<file path="config.mk">
export PLATFORM = sky130hd
export DESIGN_NAME = chi_top
export DESIGN_NICKNAME = d
export VERILOG_FILES = /design/src/logic/chi_pkg.sv /design/src/logic/chi_top.sv
export SDC_FILE = /design/constraint.sdc
export NUM_CORES = 2
export LEC_CHECK = 0
export BUFFER_PORTS_ARGS = -buffer_cell sky130_fd_sc_hd__buf_4
export CORE_ASPECT_RATIO = 1.1
export CORE_UTILIZATION = 45
export CTS_BUF_LIST = sky130_fd_sc_hd__clkbuf_2 sky130_fd_sc_hd__clkbuf_4 sky130_fd_sc_hd__clkbuf_8
export DETAILED_ROUTE_END_ITERATION = 6
export SYNTH_ARGS = -nofsm -noshare
export SYNTH_HDL_FRONTEND = slang
export SYNTH_SLANG_ARGS = --single-unit
</file>
<file path="constraint.sdc">
create_clock -name ref_clk -period 23.8 [get_ports ref_clk]
set_input_delay 3.57 -clock ref_clk [delete_from_list [all_inputs] [get_ports ref_clk]]
set_output_delay 3.57 -clock ref_clk [all_outputs]
set_load 0.01 [all_outputs]
</file>
<file path="src/logic/chi_pkg.sv">
package chi_pkg;
    // Clock and speed
    localparam int CLK_PERIOD_NS = 50;
    localparam int CLK_HZ        = 1_000_000_000 / CLK_PERIOD_NS;
    localparam logic [24:0] CLK_HZ_W  = 25'(CLK_HZ);
    localparam logic [22:0] SPEED_MAX = 23'h7A_1200;
    localparam logic [22:0] SPEED_MIN = 23'h00_0001;
    // Offsets accepted around the current position
    localparam logic signed [33:0] COORD_MAX = 34'sh0_3FFF_FFFF;
    // Command word layout
    localparam int CMD_CODE_LSB = 0;
    localparam int CMD_AXIS_LSB = 8;
    // Mode data word layout
    localparam int MODE_EN_LSB  = 0;
    localparam int MODE_SWAP    = 4;
    // Command codes
    localparam logic [7:0] CMD_SPEED  = 8'h05;
    localparam logic [7:0] CMD_FINISH = 8'h06;
    localparam logic [7:0] CMD_CENTER = 8'h08;
    localparam logic [7:0] CMD_TURNS  = 8'h1A;
    localparam logic [7:0] CMD_MODE   = 8'h2A;
    localparam logic [7:0] CMD_CW     = 8'h64;
    localparam logic [7:0] CMD_CCW    = 8'h65;
    localparam logic [7:0] CMD_HCALC  = 8'h66;
    localparam logic [7:0] CMD_HCW    = 8'h67;
    localparam logic [7:0] CMD_HCCW   = 8'h68;
    localparam logic [7:0] CMD_STOP   = 8'h27;
    // Axis indices
    localparam logic [1:0] AX_X = 2'h0;
    localparam logic [1:0] AX_Y = 2'h1;

    typedef enum logic [1:0] {
        CHI_IDLE = 2'b00,
        CHI_RUN  = 2'b01
    } chi_fsm_t;

    typedef struct packed {
        chi_fsm_t          fsm;
        logic [3:0]        mode_en;
        logic              swap;
        logic [15:0]       turns;
        logic [22:0]       speed;
        logic [3:0][33:0]  center;
        logic [3:0][33:0]  finish;
        logic [24:0]       phase;
        logic signed [33:0] u;
        logic signed [33:0] v;
        logic signed [39:0] f;
        logic signed [33:0] fu;
        logic signed [33:0] fv;
        logic [2:0]        oct;
        logic [2:0]        soct;
        logic [2:0]        foct;
        logic              armed;
        logic [15:0]       laps;
        logic              ccw;
        logic              calc;
        logic              helix;
        logic [1:0]        hax;
        logic [1:0]        vax;
        logic [31:0]       total;
        logic [31:0]       cnt;
        logic [1:0][32:0]  hacc;
        logic [3:0]        pulse;
        logic [3:0]        dir;
        logic              done;
    } chi_state_t;

    localparam chi_state_t STATE_RST = '0;
endpackage

</file>
<file path="src/logic/chi_top.sv">
`timescale 1ns/1ps
// Function
// - Any two of the four axes can form the arc.
// - Higher priority axis (X>Y>Z>U) goes horizontal, lower goes vertical.
// - Right and up are the positive arc directions.
// - Mode bit D4 swaps horizontal and vertical assignment.
// - CW command traces clockwise, CCW counterclockwise.
// - Finish offset of zero on both axes gives a full circle.
// - Eight octants; horizontal long in 0,3,4,7, vertical in others.
// - Short axis steps every step; long axis only when chosen.
// - Offsets up to plus or minus 1,073,741,823 are accepted.
// - Path stays within one count of the ideal circle.
// - Arc speed from 1 to 8 million pulses per second.
// - Start is origin; radius comes from the centre offset.
// - Stop in finish octant once short axis reaches finish value.
// - Stop at octant boundary when finish value is never reached.
// - Helical mode moves extra axes with the XY arc, multi-turn too.
// - Helical calculation counts arc steps; drive spreads feeds evenly.
// - Helical arc fixed to X and Y; D0-D3 enable X,Y,Z,U.
// - Turn command 1Ah loads 0 to 65,535 without axis selection.
// - Full-circle helix: turns 0 or 1 give one lap, else that many.
module chi_top (
    input  wire logic        ref_clk,        // System clock
    input  wire logic        rst,            // Async reset, high
    input  wire logic        cmd_valid,      // Command strobe
    input  wire logic [15:0] command_word,   // Axis and code
    input  wire logic [15:0] data_word_low,  // Data low half
    input  wire logic [15:0] data_word_high, // Data high half
    output logic      [3:0]  step_pulse,     // Step per axis
    output logic      [3:0]  step_dir,       // 1 = positive
    output logic             busy,           // Move running
    output logic             done            // Move ended
);

    chi_pkg::chi_state_t s;
    chi_pkg::chi_state_t n;

    logic [31:0]        data;
    logic [7:0]         code;
    logic [3:0]         axsel;
    logic               hel;
    logic [1:0]         ha;
    logic [1:0]         va;
    logic [1:0]         tmp;
    logic signed [33:0] cx;
    logic signed [33:0] cy;
    logic signed [33:0] fu0;
    logic signed [33:0] fv0;
    logic [2:0]         so0;
    logic [2:0]         fo0;
    logic               lh0;
    logic               pos0;
    logic               ahead;
    logic               full;
    logic [24:0]        ph_sum;
    logic               tick;
    logic               lh;
    logic               spos;
    logic               lpos;
    logic signed [33:0] sc;
    logic signed [33:0] lc;
    logic signed [33:0] nsc;
    logic signed [33:0] nlc;
    logic signed [33:0] nu;
    logic signed [33:0] nv;
    logic signed [33:0] fs;
    logic               lhf;
    logic               sposf;
    logic signed [33:0] nsf;
    logic signed [39:0] f1;
    logic signed [39:0] f2;
    logic               tk;
    logic [2:0]         no;
    logic               reach;
    logic               leave;
    logic               endnow;
    logic [32:0]        ha_sum;

    function automatic logic [2:0] oct_of(input logic signed [33:0] x,
                                          input logic signed [33:0] y);
        logic [33:0] ax;
        logic [33:0] ay;
        ax = x[33] ? 34'(-x) : x;
        ay = y[33] ? 34'(-y) : y;
        if (!x[33] && !y[33])
            oct_of = (ax >= ay) ? 3'h0 : 3'h1;
        else if (x[33] && !y[33])
            oct_of = (ay > ax) ? 3'h2 : 3'h3;
        else if (x[33] && y[33])
            oct_of = (ax >= ay) ? 3'h4 : 3'h5;
        else
            oct_of = (ay > ax) ? 3'h6 : 3'h7;
    endfunction

    function automatic logic long_h(input logic [2:0] o);
        long_h = (o == 3'h0) || (o == 3'h3) || (o == 3'h4) || (o == 3'h7);
    endfunction

    // Short-axis direction is the tangent of the circle around the centre
    function automatic logic short_pos(input logic lhz, input logic ccw,
                                       input logic signed [33:0] x,
                                       input logic signed [33:0] y);
        if (lhz)
            short_pos = ccw ? !x[33] : x[33];
        else
            short_pos = ccw ? y[33] : !y[33];
    endfunction

    // Circle residue after a unit step on coordinate c
    function automatic logic signed [39:0] fstep(
        input logic signed [39:0] f,
        input logic signed [33:0] c,
        input logic pos);
        logic signed [39:0] d;
        d = {{5{c[33]}}, c, 1'b0};
        fstep = pos ? f + d + 40'sh00_0000_0001 : f - d + 40'sh00_0000_0001;
    endfunction

    function automatic logic [39:0] abs40(input logic signed [39:0] x);
        abs40 = x[39] ? 40'(-x) : x;
    endfunction

    function automatic logic [1:0] low_axis(input logic [3:0] m);
        low_axis = m[0] ? 2'h0 : m[1] ? 2'h1 : m[2] ? 2'h2 : 2'h3;
    endfunction

    function automatic logic signed [33:0] clamp(input logic [31:0] d);
        logic signed [33:0] x;
        x = {{2{d[31]}}, d};
        if (x > chi_pkg::COORD_MAX)
            clamp = chi_pkg::COORD_MAX;
        else if (x < -chi_pkg::COORD_MAX)
            clamp = -chi_pkg::COORD_MAX;
        else
            clamp = x;
    endfunction

    always_comb
    begin
        n      = s;
        n.pulse = '0;
        n.dir   = s.dir;
        n.done  = 1'b0;
        data  = {data_word_high, data_word_low};
        code  = command_word[chi_pkg::CMD_CODE_LSB +: 8];
        axsel = command_word[chi_pkg::CMD_AXIS_LSB +: 4];
        hel   = (code == chi_pkg::CMD_HCALC) || (code == chi_pkg::CMD_HCW)
             || (code == chi_pkg::CMD_HCCW);
        // Helical arc fixed to X/Y; otherwise two lowest enabled axes
        ha  = hel ? chi_pkg::AX_X : low_axis(s.mode_en);
        va  = hel ? chi_pkg::AX_Y
                  : low_axis(s.mode_en & ~(4'h1 << ha));
        if (s.swap)
        begin
            tmp = ha;
            ha  = va;
            va  = tmp;
        end
        else
            tmp = 2'h0;
        // Position relative to centre; start point is the origin
        cx    = s.center[ha];
        cy    = s.center[va];
        fu0   = s.finish[ha] - cx;
        fv0   = s.finish[va] - cy;
        so0   = oct_of(-cx, -cy);
        fo0   = oct_of(fu0, fv0);
        lh0   = long_h(so0);
        pos0  = short_pos(lh0, (code == chi_pkg::CMD_CCW)
                              || (code == chi_pkg::CMD_HCCW), -cx, -cy);
        ahead = (fo0 == so0) && (lh0 ? (pos0 ? fv0 > -cy : fv0 < -cy)
                                     : (pos0 ? fu0 > -cx : fu0 < -cx));
        full  = (s.finish[ha] == '0) && (s.finish[va] == '0);

        // Rate generator
        ph_sum = s.phase + 25'(s.speed);
        tick   = 1'b0;
        if (s.fsm == chi_pkg::CHI_RUN)
        begin
            if (s.calc)
                tick = 1'b1;
            else
            begin
                tick    = ph_sum >= chi_pkg::CLK_HZ_W;
                n.phase = tick ? ph_sum - chi_pkg::CLK_HZ_W : ph_sum;
            end
        end

        // One interpolation step
        lh   = long_h(s.oct);
        spos = short_pos(lh, s.ccw, s.u, s.v);
        sc   = lh ? s.v : s.u;
        lc   = lh ? s.u : s.v;
        // Long axis moves so that x*dx + y*dy stays near zero
        lpos = !(lc[33] ^ sc[33] ^ spos);
        f1   = fstep(s.f, sc, spos);
        f2   = fstep(f1, lc, lpos);
        tk   = abs40(f2) < abs40(f1);
        nsc  = spos ? sc + 34'sh1 : sc - 34'sh1;
        nlc  = tk ? (lpos ? lc + 34'sh1 : lc - 34'sh1) : lc;
        nu   = lh ? nlc : nsc;
        nv   = lh ? nsc : nlc;
        no   = oct_of(nu, nv);
        // Judged on the finish octant's short axis, so a step that lands
        // on the finish while entering that octant still ends the arc
        lhf   = long_h(s.foct);
        sposf = short_pos(lhf, s.ccw, nu, nv);
        nsf   = lhf ? nv : nu;
        fs    = lhf ? s.fv : s.fu;
        reach = (no == s.foct)
             && (sposf ? nsf >= fs : nsf <= fs);
        leave = (s.oct == s.foct) && (no != s.foct);
        endnow = s.armed && (reach || leave);
        ha_sum = '0;

        if (tick)
        begin
            n.u   = nu;
            n.v   = nv;
            n.f   = tk ? f2 : f1;
            n.oct = no;
            n.cnt = s.cnt + 32'h0000_0001;
            if ((s.oct == s.soct) && (no != s.soct))
                n.armed = 1'b1;
            if (!s.calc)
            begin
                // Short axis always, long axis only when chosen
                n.pulse[s.hax] = !lh || tk;
                n.pulse[s.vax] = lh || tk;
                n.dir[s.hax]   = lh ? lpos : spos;
                n.dir[s.vax]   = lh ? spos : lpos;
            end
            // Even spread of feed over the counted arc length
            if (s.helix && !s.calc && (s.total != '0))
            begin
                for (int k = 0; k < 2; k++)
                begin
                    if (s.mode_en[2 + k])
                    begin
                        ha_sum = s.hacc[k] + (s.finish[2 + k][33]
                               ? 33'(-s.finish[2 + k])
                               : 33'(s.finish[2 + k]));
                        if (ha_sum >= {1'b0, s.total})
                        begin
                            n.pulse[2 + k] = 1'b1;
                            n.dir[2 + k]   = !s.finish[2 + k][33];
                            ha_sum = ha_sum - {1'b0, s.total};
                        end
                        n.hacc[k] = ha_sum;
                    end
                end
            end
            if (endnow)
            begin
                if (s.laps != '0)
                begin
                    n.laps  = s.laps - 16'h0001;
                    n.armed = 1'b0;
                end
                else
                begin
                    n.fsm  = chi_pkg::CHI_IDLE;
                    n.done = 1'b1;
                    if (s.calc)
                        n.total = s.cnt + 32'h0000_0001;
                end
            end
        end

        if (cmd_valid && (s.fsm == chi_pkg::CHI_RUN)
            && (code == chi_pkg::CMD_STOP))
        begin
            n.fsm  = chi_pkg::CHI_IDLE;
            n.done = 1'b1;
        end
        // Setup is only taken while idle to keep a move self-consistent
        if (cmd_valid && (s.fsm == chi_pkg::CHI_IDLE))
        begin
            case (code)
                chi_pkg::CMD_MODE:
                begin
                    n.mode_en = data[chi_pkg::MODE_EN_LSB +: 4];
                    n.swap    = data[chi_pkg::MODE_SWAP];
                end
                chi_pkg::CMD_TURNS:
                    n.turns = data[15:0];
                chi_pkg::CMD_SPEED:
                begin
                    if (data > 32'(chi_pkg::SPEED_MAX))
                        n.speed = chi_pkg::SPEED_MAX;
                    else if (data == '0)
                        n.speed = chi_pkg::SPEED_MIN;
                    else
                        n.speed = data[22:0];
                end
                chi_pkg::CMD_CENTER:
                begin
                    for (int i = 0; i < 4; i++)
                    begin
                        if (axsel[i])
                            n.center[i] = clamp(data);
                    end
                end
                chi_pkg::CMD_FINISH:
                begin
                    for (int i = 0; i < 4; i++)
                    begin
                        if (axsel[i])
                            n.finish[i] = clamp(data);
                    end
                end
                chi_pkg::CMD_CW, chi_pkg::CMD_CCW, chi_pkg::CMD_HCALC,
                chi_pkg::CMD_HCW, chi_pkg::CMD_HCCW:
                begin
                    n.hax   = ha;
                    n.vax   = va;
                    n.u     = -cx;
                    n.v     = -cy;
                    n.f     = '0;
                    n.fu    = fu0;
                    n.fv    = fv0;
                    n.oct   = so0;
                    n.soct  = so0;
                    n.foct  = fo0;
                    n.armed = (fo0 != so0) || ahead;
                    n.ccw   = (code == chi_pkg::CMD_CCW)
                           || (code == chi_pkg::CMD_HCCW);
                    n.calc  = (code == chi_pkg::CMD_HCALC);
                    n.helix = hel;
                    n.phase = '0;
                    n.cnt   = '0;
                    n.hacc  = '0;
                    if (!hel)
                        n.laps = '0;
                    else if (full)
                        n.laps = (s.turns == '0) ? 16'h0000
                               : s.turns - 16'h0001;
                    else
                        n.laps = s.turns;
                    // Zero radius has no path to trace
                    if ((cx == '0) && (cy == '0))
                        n.done = 1'b1;
                    else
                        n.fsm = chi_pkg::CHI_RUN;
                end
                default:
                    n.fsm = s.fsm;
            endcase
        end
    end

    always_ff @(posedge ref_clk or posedge rst)
    begin
        if (rst)
            s <= chi_pkg::STATE_RST;
        else
            s <= n;
    end

    assign step_pulse = s.pulse;
    assign step_dir   = s.dir;
    // Bit 0 marks the run code, so busy is a flop with no gate
    assign busy       = s.fsm[0];
    assign done       = s.done;

endmodule // chi_top

</file>
Word-level counts from Yosys, hierarchy flattened. Index checks and enable logic that the tools add are counted.

Shifts and indexed selects: 1. Multiplexer cells: 146. Bitwise gates (word level): 7. Eq/ne operators: 29. Reduce and logical (&&, ||, !) cells: 80. Add/sub/neg operators: 35. Magnitude comparators: 25.

Operators with widths (count): $mux 34 (29); $mux 552 (1); $bmux 34 s2 (4); $mux 136 (2); $neg 34->34 (8); $mux 234 (1); $mux 40 (5); $mux 33 (6); $mux 98 (2); $gt 34x34->1 (5); $add 40x2->40 const B (4); $ge 34x34->1 (4); $logic_not 34->1 (4); $mux 108 (1); $mux 107 (1); $add 40x35->40 (2); $neg 40->40 (2); $sub 40x35->40 (2); $mux 25 (3); $mux 23 (3); $add 34x2->34 const B (2); $lt 34x34->1 (2); $mux 68 (1); $sub 34x2->34 const B (2); 57 further kinds (227).

Word-level logic and storage cells: 360. Register bits after elaboration: 691. Bits of input ports: 51. Output and inout port bits: 10.

Longest topological paths before layout.
Depth after elaboration: 33. Gate-level depth with buffers: 85. Gate-level depth less buffers: 66.

Worst setup path after synthesis. No wires, ideal clock.

Path type: reg-to-reg. Start point: register s[169] (netlist name). End point: register s[157] (netlist name). Cell stages (with the launch flop): 80. Arrival: 17.617 ns. Data required time: 23.674 ns. Path slack: 6.056 ns. Buffers on the path: 18. Library setup time: 0.126 ns. Period minus slack after synthesis: 17.744 ns. Cells stage by stage: dfrtp_1 -> buf_6 -> xnor2_4 -> clkbuf_1 -> clkbuf_1 -> clkbuf_1 -> clkbuf_1 -> clkbuf_1 -> clkbuf_1 -> buf_1 -> clkbuf_1 -> buf_1 -> nand2_1 -> nand2_1 -> ha_1 -> inv_1 -> ha_1 -> clkbuf_1 -> [44 not listed] -> and4_1 -> clkbuf_1 -> a31oi_1 -> xnor2_1 -> ha_1 -> nand4_1 -> nor4_1 -> nand2_1 -> o221ai_1 -> o2111ai_1 -> and4b_1 -> xnor2_1 -> and3_1 -> nand3_1 -> a31o_2 -> or4_1 -> clkbuf_1 -> a311o_1.

RTL lines: start: declaration (RTL line chi_top.sv:35) `chi_pkg::chi_state_t s;`; start signal: assignment (RTL line chi_top.sv:355) `s <= chi_pkg::STATE_RST;`; start signal: assignment (RTL line chi_top.sv:357) `s <= n;`.

Final worst setup path.
Start point: register s[169] (netlist name). End point: register s[108] (netlist name).

Longest elaborated chain between the ends: 28. Elaborated cells on any way between the ends: 69. Classes of those cells: 16 x add/sub; 5 x order compare; 6 x eq/ne; 26 x mux; 2 x bitwise; 14 x reduce/logical.

RTL lines: $eq 3x2->1 / $logic_not 3->1 (equally long branches) (RTL line chi_top.sv:96) `long_h = (o == 3'h0) || (o == 3'h3) || (o == 3'h4) || (o == 3'h7);`; $logic_or 1x1->1 (3 in a row) (RTL line chi_top.sv:96); $mux 34 (RTL line chi_top.sv:192) `sc = lh ? s.v : s.u;`; $sub 40x35->40 / $add 40x35->40 (equally long branches) (RTL line chi_top.sv:116) `fstep = pos ? f + d + 40'sh00_0000_0001 : f - d + 40'sh00_0000_0001;`; $add 40x2->40 (RTL line chi_top.sv:116); $mux 40 (RTL line chi_top.sv:116); $add 40x35->40 / $sub 40x35->40 (equally long branches) (RTL line chi_top.sv:116); $add 40x2->40 (RTL line chi_top.sv:116); [10 not listed]; $mux 2 (RTL line chi_top.sv:89) `else if (x[33] && y[33])`; $mux 3 (RTL line chi_top.sv:87) `else if (x[33] && !y[33])`; $mux 3 (RTL line chi_top.sv:85) `if (!x[33] && !y[33])`; $eq 3x3->1 / $ne 3x3->1 (equally long branches) (RTL line chi_top.sv:210, chi_top.sv:212); $logic_and 1x1->1, on equally long branches (RTL line chi_top.sv:211, chi_top.sv:212); $logic_or 1x1->1 * (RTL line chi_top.sv:213) `endnow = s.armed && (reach || leave);`; $logic_and 1x1->1 * (RTL line chi_top.sv:213); $reduce_and 4->1 (no line) *.

Every way passes the cells marked *; elsewhere a longest branch is shown, timed or not. A chain may end at the register's enable or synchronous reset.

==> flow_summary.toml <==
[synth]
ys_seq_area_share_pct = 22.2
syn_area_per_cell_um2 = 7.67
synth_area_um2 = 75900
synthFlopType = "dfrtp_1"
synth_edf_count = 0
yosysUniqueCellTypes = 121
yosysWarningCount = 0
synth-seq-cells = 675
syn_inst = 9904
async_flop_share_pct = 100

[timing]
worstMarginPinSlew_ps = 1420
hold_viol = 0
finalSetupTns_ps = 0
finClkSkew_ps = 62.7
fmaxAchievable_mhz = 50.8
finalCritPeriodShare_pct = 82.7
setup_violations = 0
period_needed_ps = 19690
slew_headroom_pct = 5.01
rsz0062_at_grt = "no"
maxSlewViolCount = 0

[global_route]
grt_max_degree = 205
grtUsageTotal_pct = 31.5
grt_overflow = 0
grt_antenna_before_repair = 6
grt_pass1_vias = 69800
grt_pass1_wl_um = 418000

[clock_network]
cts-root-buf = "clkbuf_8"
cts.sinks = 675
post_cts_buffers = 0
clock_path_buffers = 3
cts_resized = 0
cts_tree = "done"
htreeDepth = 4
cts_buffers = 131
worstSkewPairLatency_ps = 900
ctsHoldBuffers = 0
path_clk_slew_ps = 60

[critical_path]
cp_slowest_stage_delay_ps = 840
reg2reg_depth = 62
crit_buf_inv = 7
rr_endpoint = "s[108]"
cp_data_required_time_ps = 24580
r2r_start = "s[169]"
cp_common_cell = "nand2_1"
critPathLaunchType = "register"
path_delay_family = "compound AO/OA/AOI/OAI gates"
cp_slowest_cell = "or4_1"
worstSetupPathType = "reg -> reg"
cp.arrival_ps = 20470
rrSetupSlack_ps = 4110
cp-end-kind = "register"
worst-path-max-fanout = 49

[job]
maxCapViolCount = 0

[cells_and_area]
fin_nets = 10600
layout-drive-gt1-share_pct = 6.35
layout_commonest_cell = "nand2_1"
stdcell_count = 12100
layout_common_cells = "nand2_1, o21ai_0, ha_1"
fillerInstances = 16600
postLayoutCellArea_um2 = 81200
ff_latch_area_um2 = 16900
multiInputGateArea_um2 = 55700
syn_to_final_growth_pct = 6.98

[detailed_routing]
met3_length_um = 16500
ant_nets = 0
wl_met2_um = 121000
vias = 73500
wire_per_inst_um = 22.8
first_iter_violations = 6167
highest_layer = "met5"
drt_wl_total_um = 275000
drtPass1Iterations = 7
drc = 0
via_per_inst = 6.08
met1Wirelength_um = 123000

[floorplan]
coreArea_um2 = 167000
io-pin-count = 61
rows = 157
dieWidth_um = 394
dieArea_um2 = 170000
die_height_um = 433
start_util_pct = 45.5

[place]
io_buffer_count = 56
gp_congestion = 1.02
dp_cells = 11900
placed_area_um2 = 78400
hpwl_um = 215000

[run_status]
status = "finished clean"

[hold_path]
min_from = "s[690]"
worstHoldPathCells = 0
hold_end = "s[690]"
hold_class = "reg -> reg"
-- layer usage --
layer	vias up	global-route usage, %
met5	-	0
met4	2	16.2
met3	491	4.36
met2	2346	49.6
met1	35300	41.9
li1	35300	-
-- flip-flops by register name, summed over array words and instances (netlist names), named ones only --
name,flops
step_dir,2
busy,1
step_pulse,4
done,1
s,665
-- synthesized netlist by cell type (58+ instances only) --
| library cell | n | area share (%) |
|---|---|---|
| nand3_1 | 238 | 1.6 |
| nand4_1 | 120 | 0.99 |
| clkbuf_1 | 312 | 1.5 |
| o211ai_1 | 91 | 0.90 |
| a31oi_1 | 106 | 0.87 |
| or3_1 | 96 | 0.79 |
| mux2_2 | 58 | 0.86 |
| nor2b_1 | 103 | 0.85 |
| dfrtp_1 | 675 | 22 |
| and2_1 | 63 | 0.52 |
| xor2_1 | 285 | 3.3 |
| o21bai_1 | 63 | 0.62 |
| a211oi_1 | 135 | 1.3 |
| nand2_1 | 1524 | 7.5 |
| buf_2 | 71 | 0.47 |
| a21o_1 | 281 | 2.8 |
| a21oi_1 | 726 | 4.8 |
| nor4_1 | 95 | 0.78 |
| mux2i_1 | 364 | 4.8 |
| and3_1 | 81 | 0.67 |
| nor2_1 | 645 | 3.2 |
| inv_1 | 426 | 2.1 |
| o21a_1 | 73 | 0.72 |
| nor3_1 | 197 | 1.3 |
| nand2b_1 | 92 | 0.76 |
| ha_1 | 777 | 13 |
| o31ai_1 | 68 | 0.67 |
| o21ai_0 | 851 | 5.6 |
| xnor2_1 | 546 | 6.3 |
-- layout make-up --
cell class              count  share of cell area, %
diodes                      3                0.00924
clock buffers             193                   3.02
clock inverters            32                  0.424
inverters                 433                   2.01
multi-input cells        8336                   68.5
flip-flops and latches    675                   20.8
well taps                2226                   3.43
repair buffers            187                   1.77
-- worst max-delay path by stage --
stage	cells past startpoint	slack, ps	start	endpoint
5_1_grt	61	3020	s[169]	s[108]
4_1_cts	58	4180	s[169]	s[108]
3_5_place_dp	58	4200	s[169]	s[108]
6_report	62	4110	s[169]	s[108]
2_1_floorplan	1	1310	rst	async pin
3_3_place_gp	58	4390	s[169]	s[108]
-- logic make-up (layout without fill, tap and decap cells) --
group,after synthesis,count (layout),share of synthesized area (%)
XOR/XNOR,837,837,9.73
multiplexers,426,426,5.74
adder cells (fa/ha/maj),790,790,13.1
flip-flops,675,675,22.2
buffers and inverters,895,845,4.73
other,2,7,0.00989
AO/OA/AOI/OAI,2830,2830,23.3
AND/OR/NAND/NOR,3449,3449,21.1
-- per-stage QoR --
stage / hold WS, ps / worst slack [ps] / util (%)
final: 448 / 4110 / 48.6
after global routing: 468 / 3020 / 48.6
after CTS: 444 / 4180 / 48.6
after detailed placement: 426 / 4200 / 47.0
after global placement: 426 / 4390 / 47.0
after floorplan: 445 / 1310 / -
Power is not shown: default switching activity piles up to over one toggle a cycle in this logic, so the estimate is an artifact.
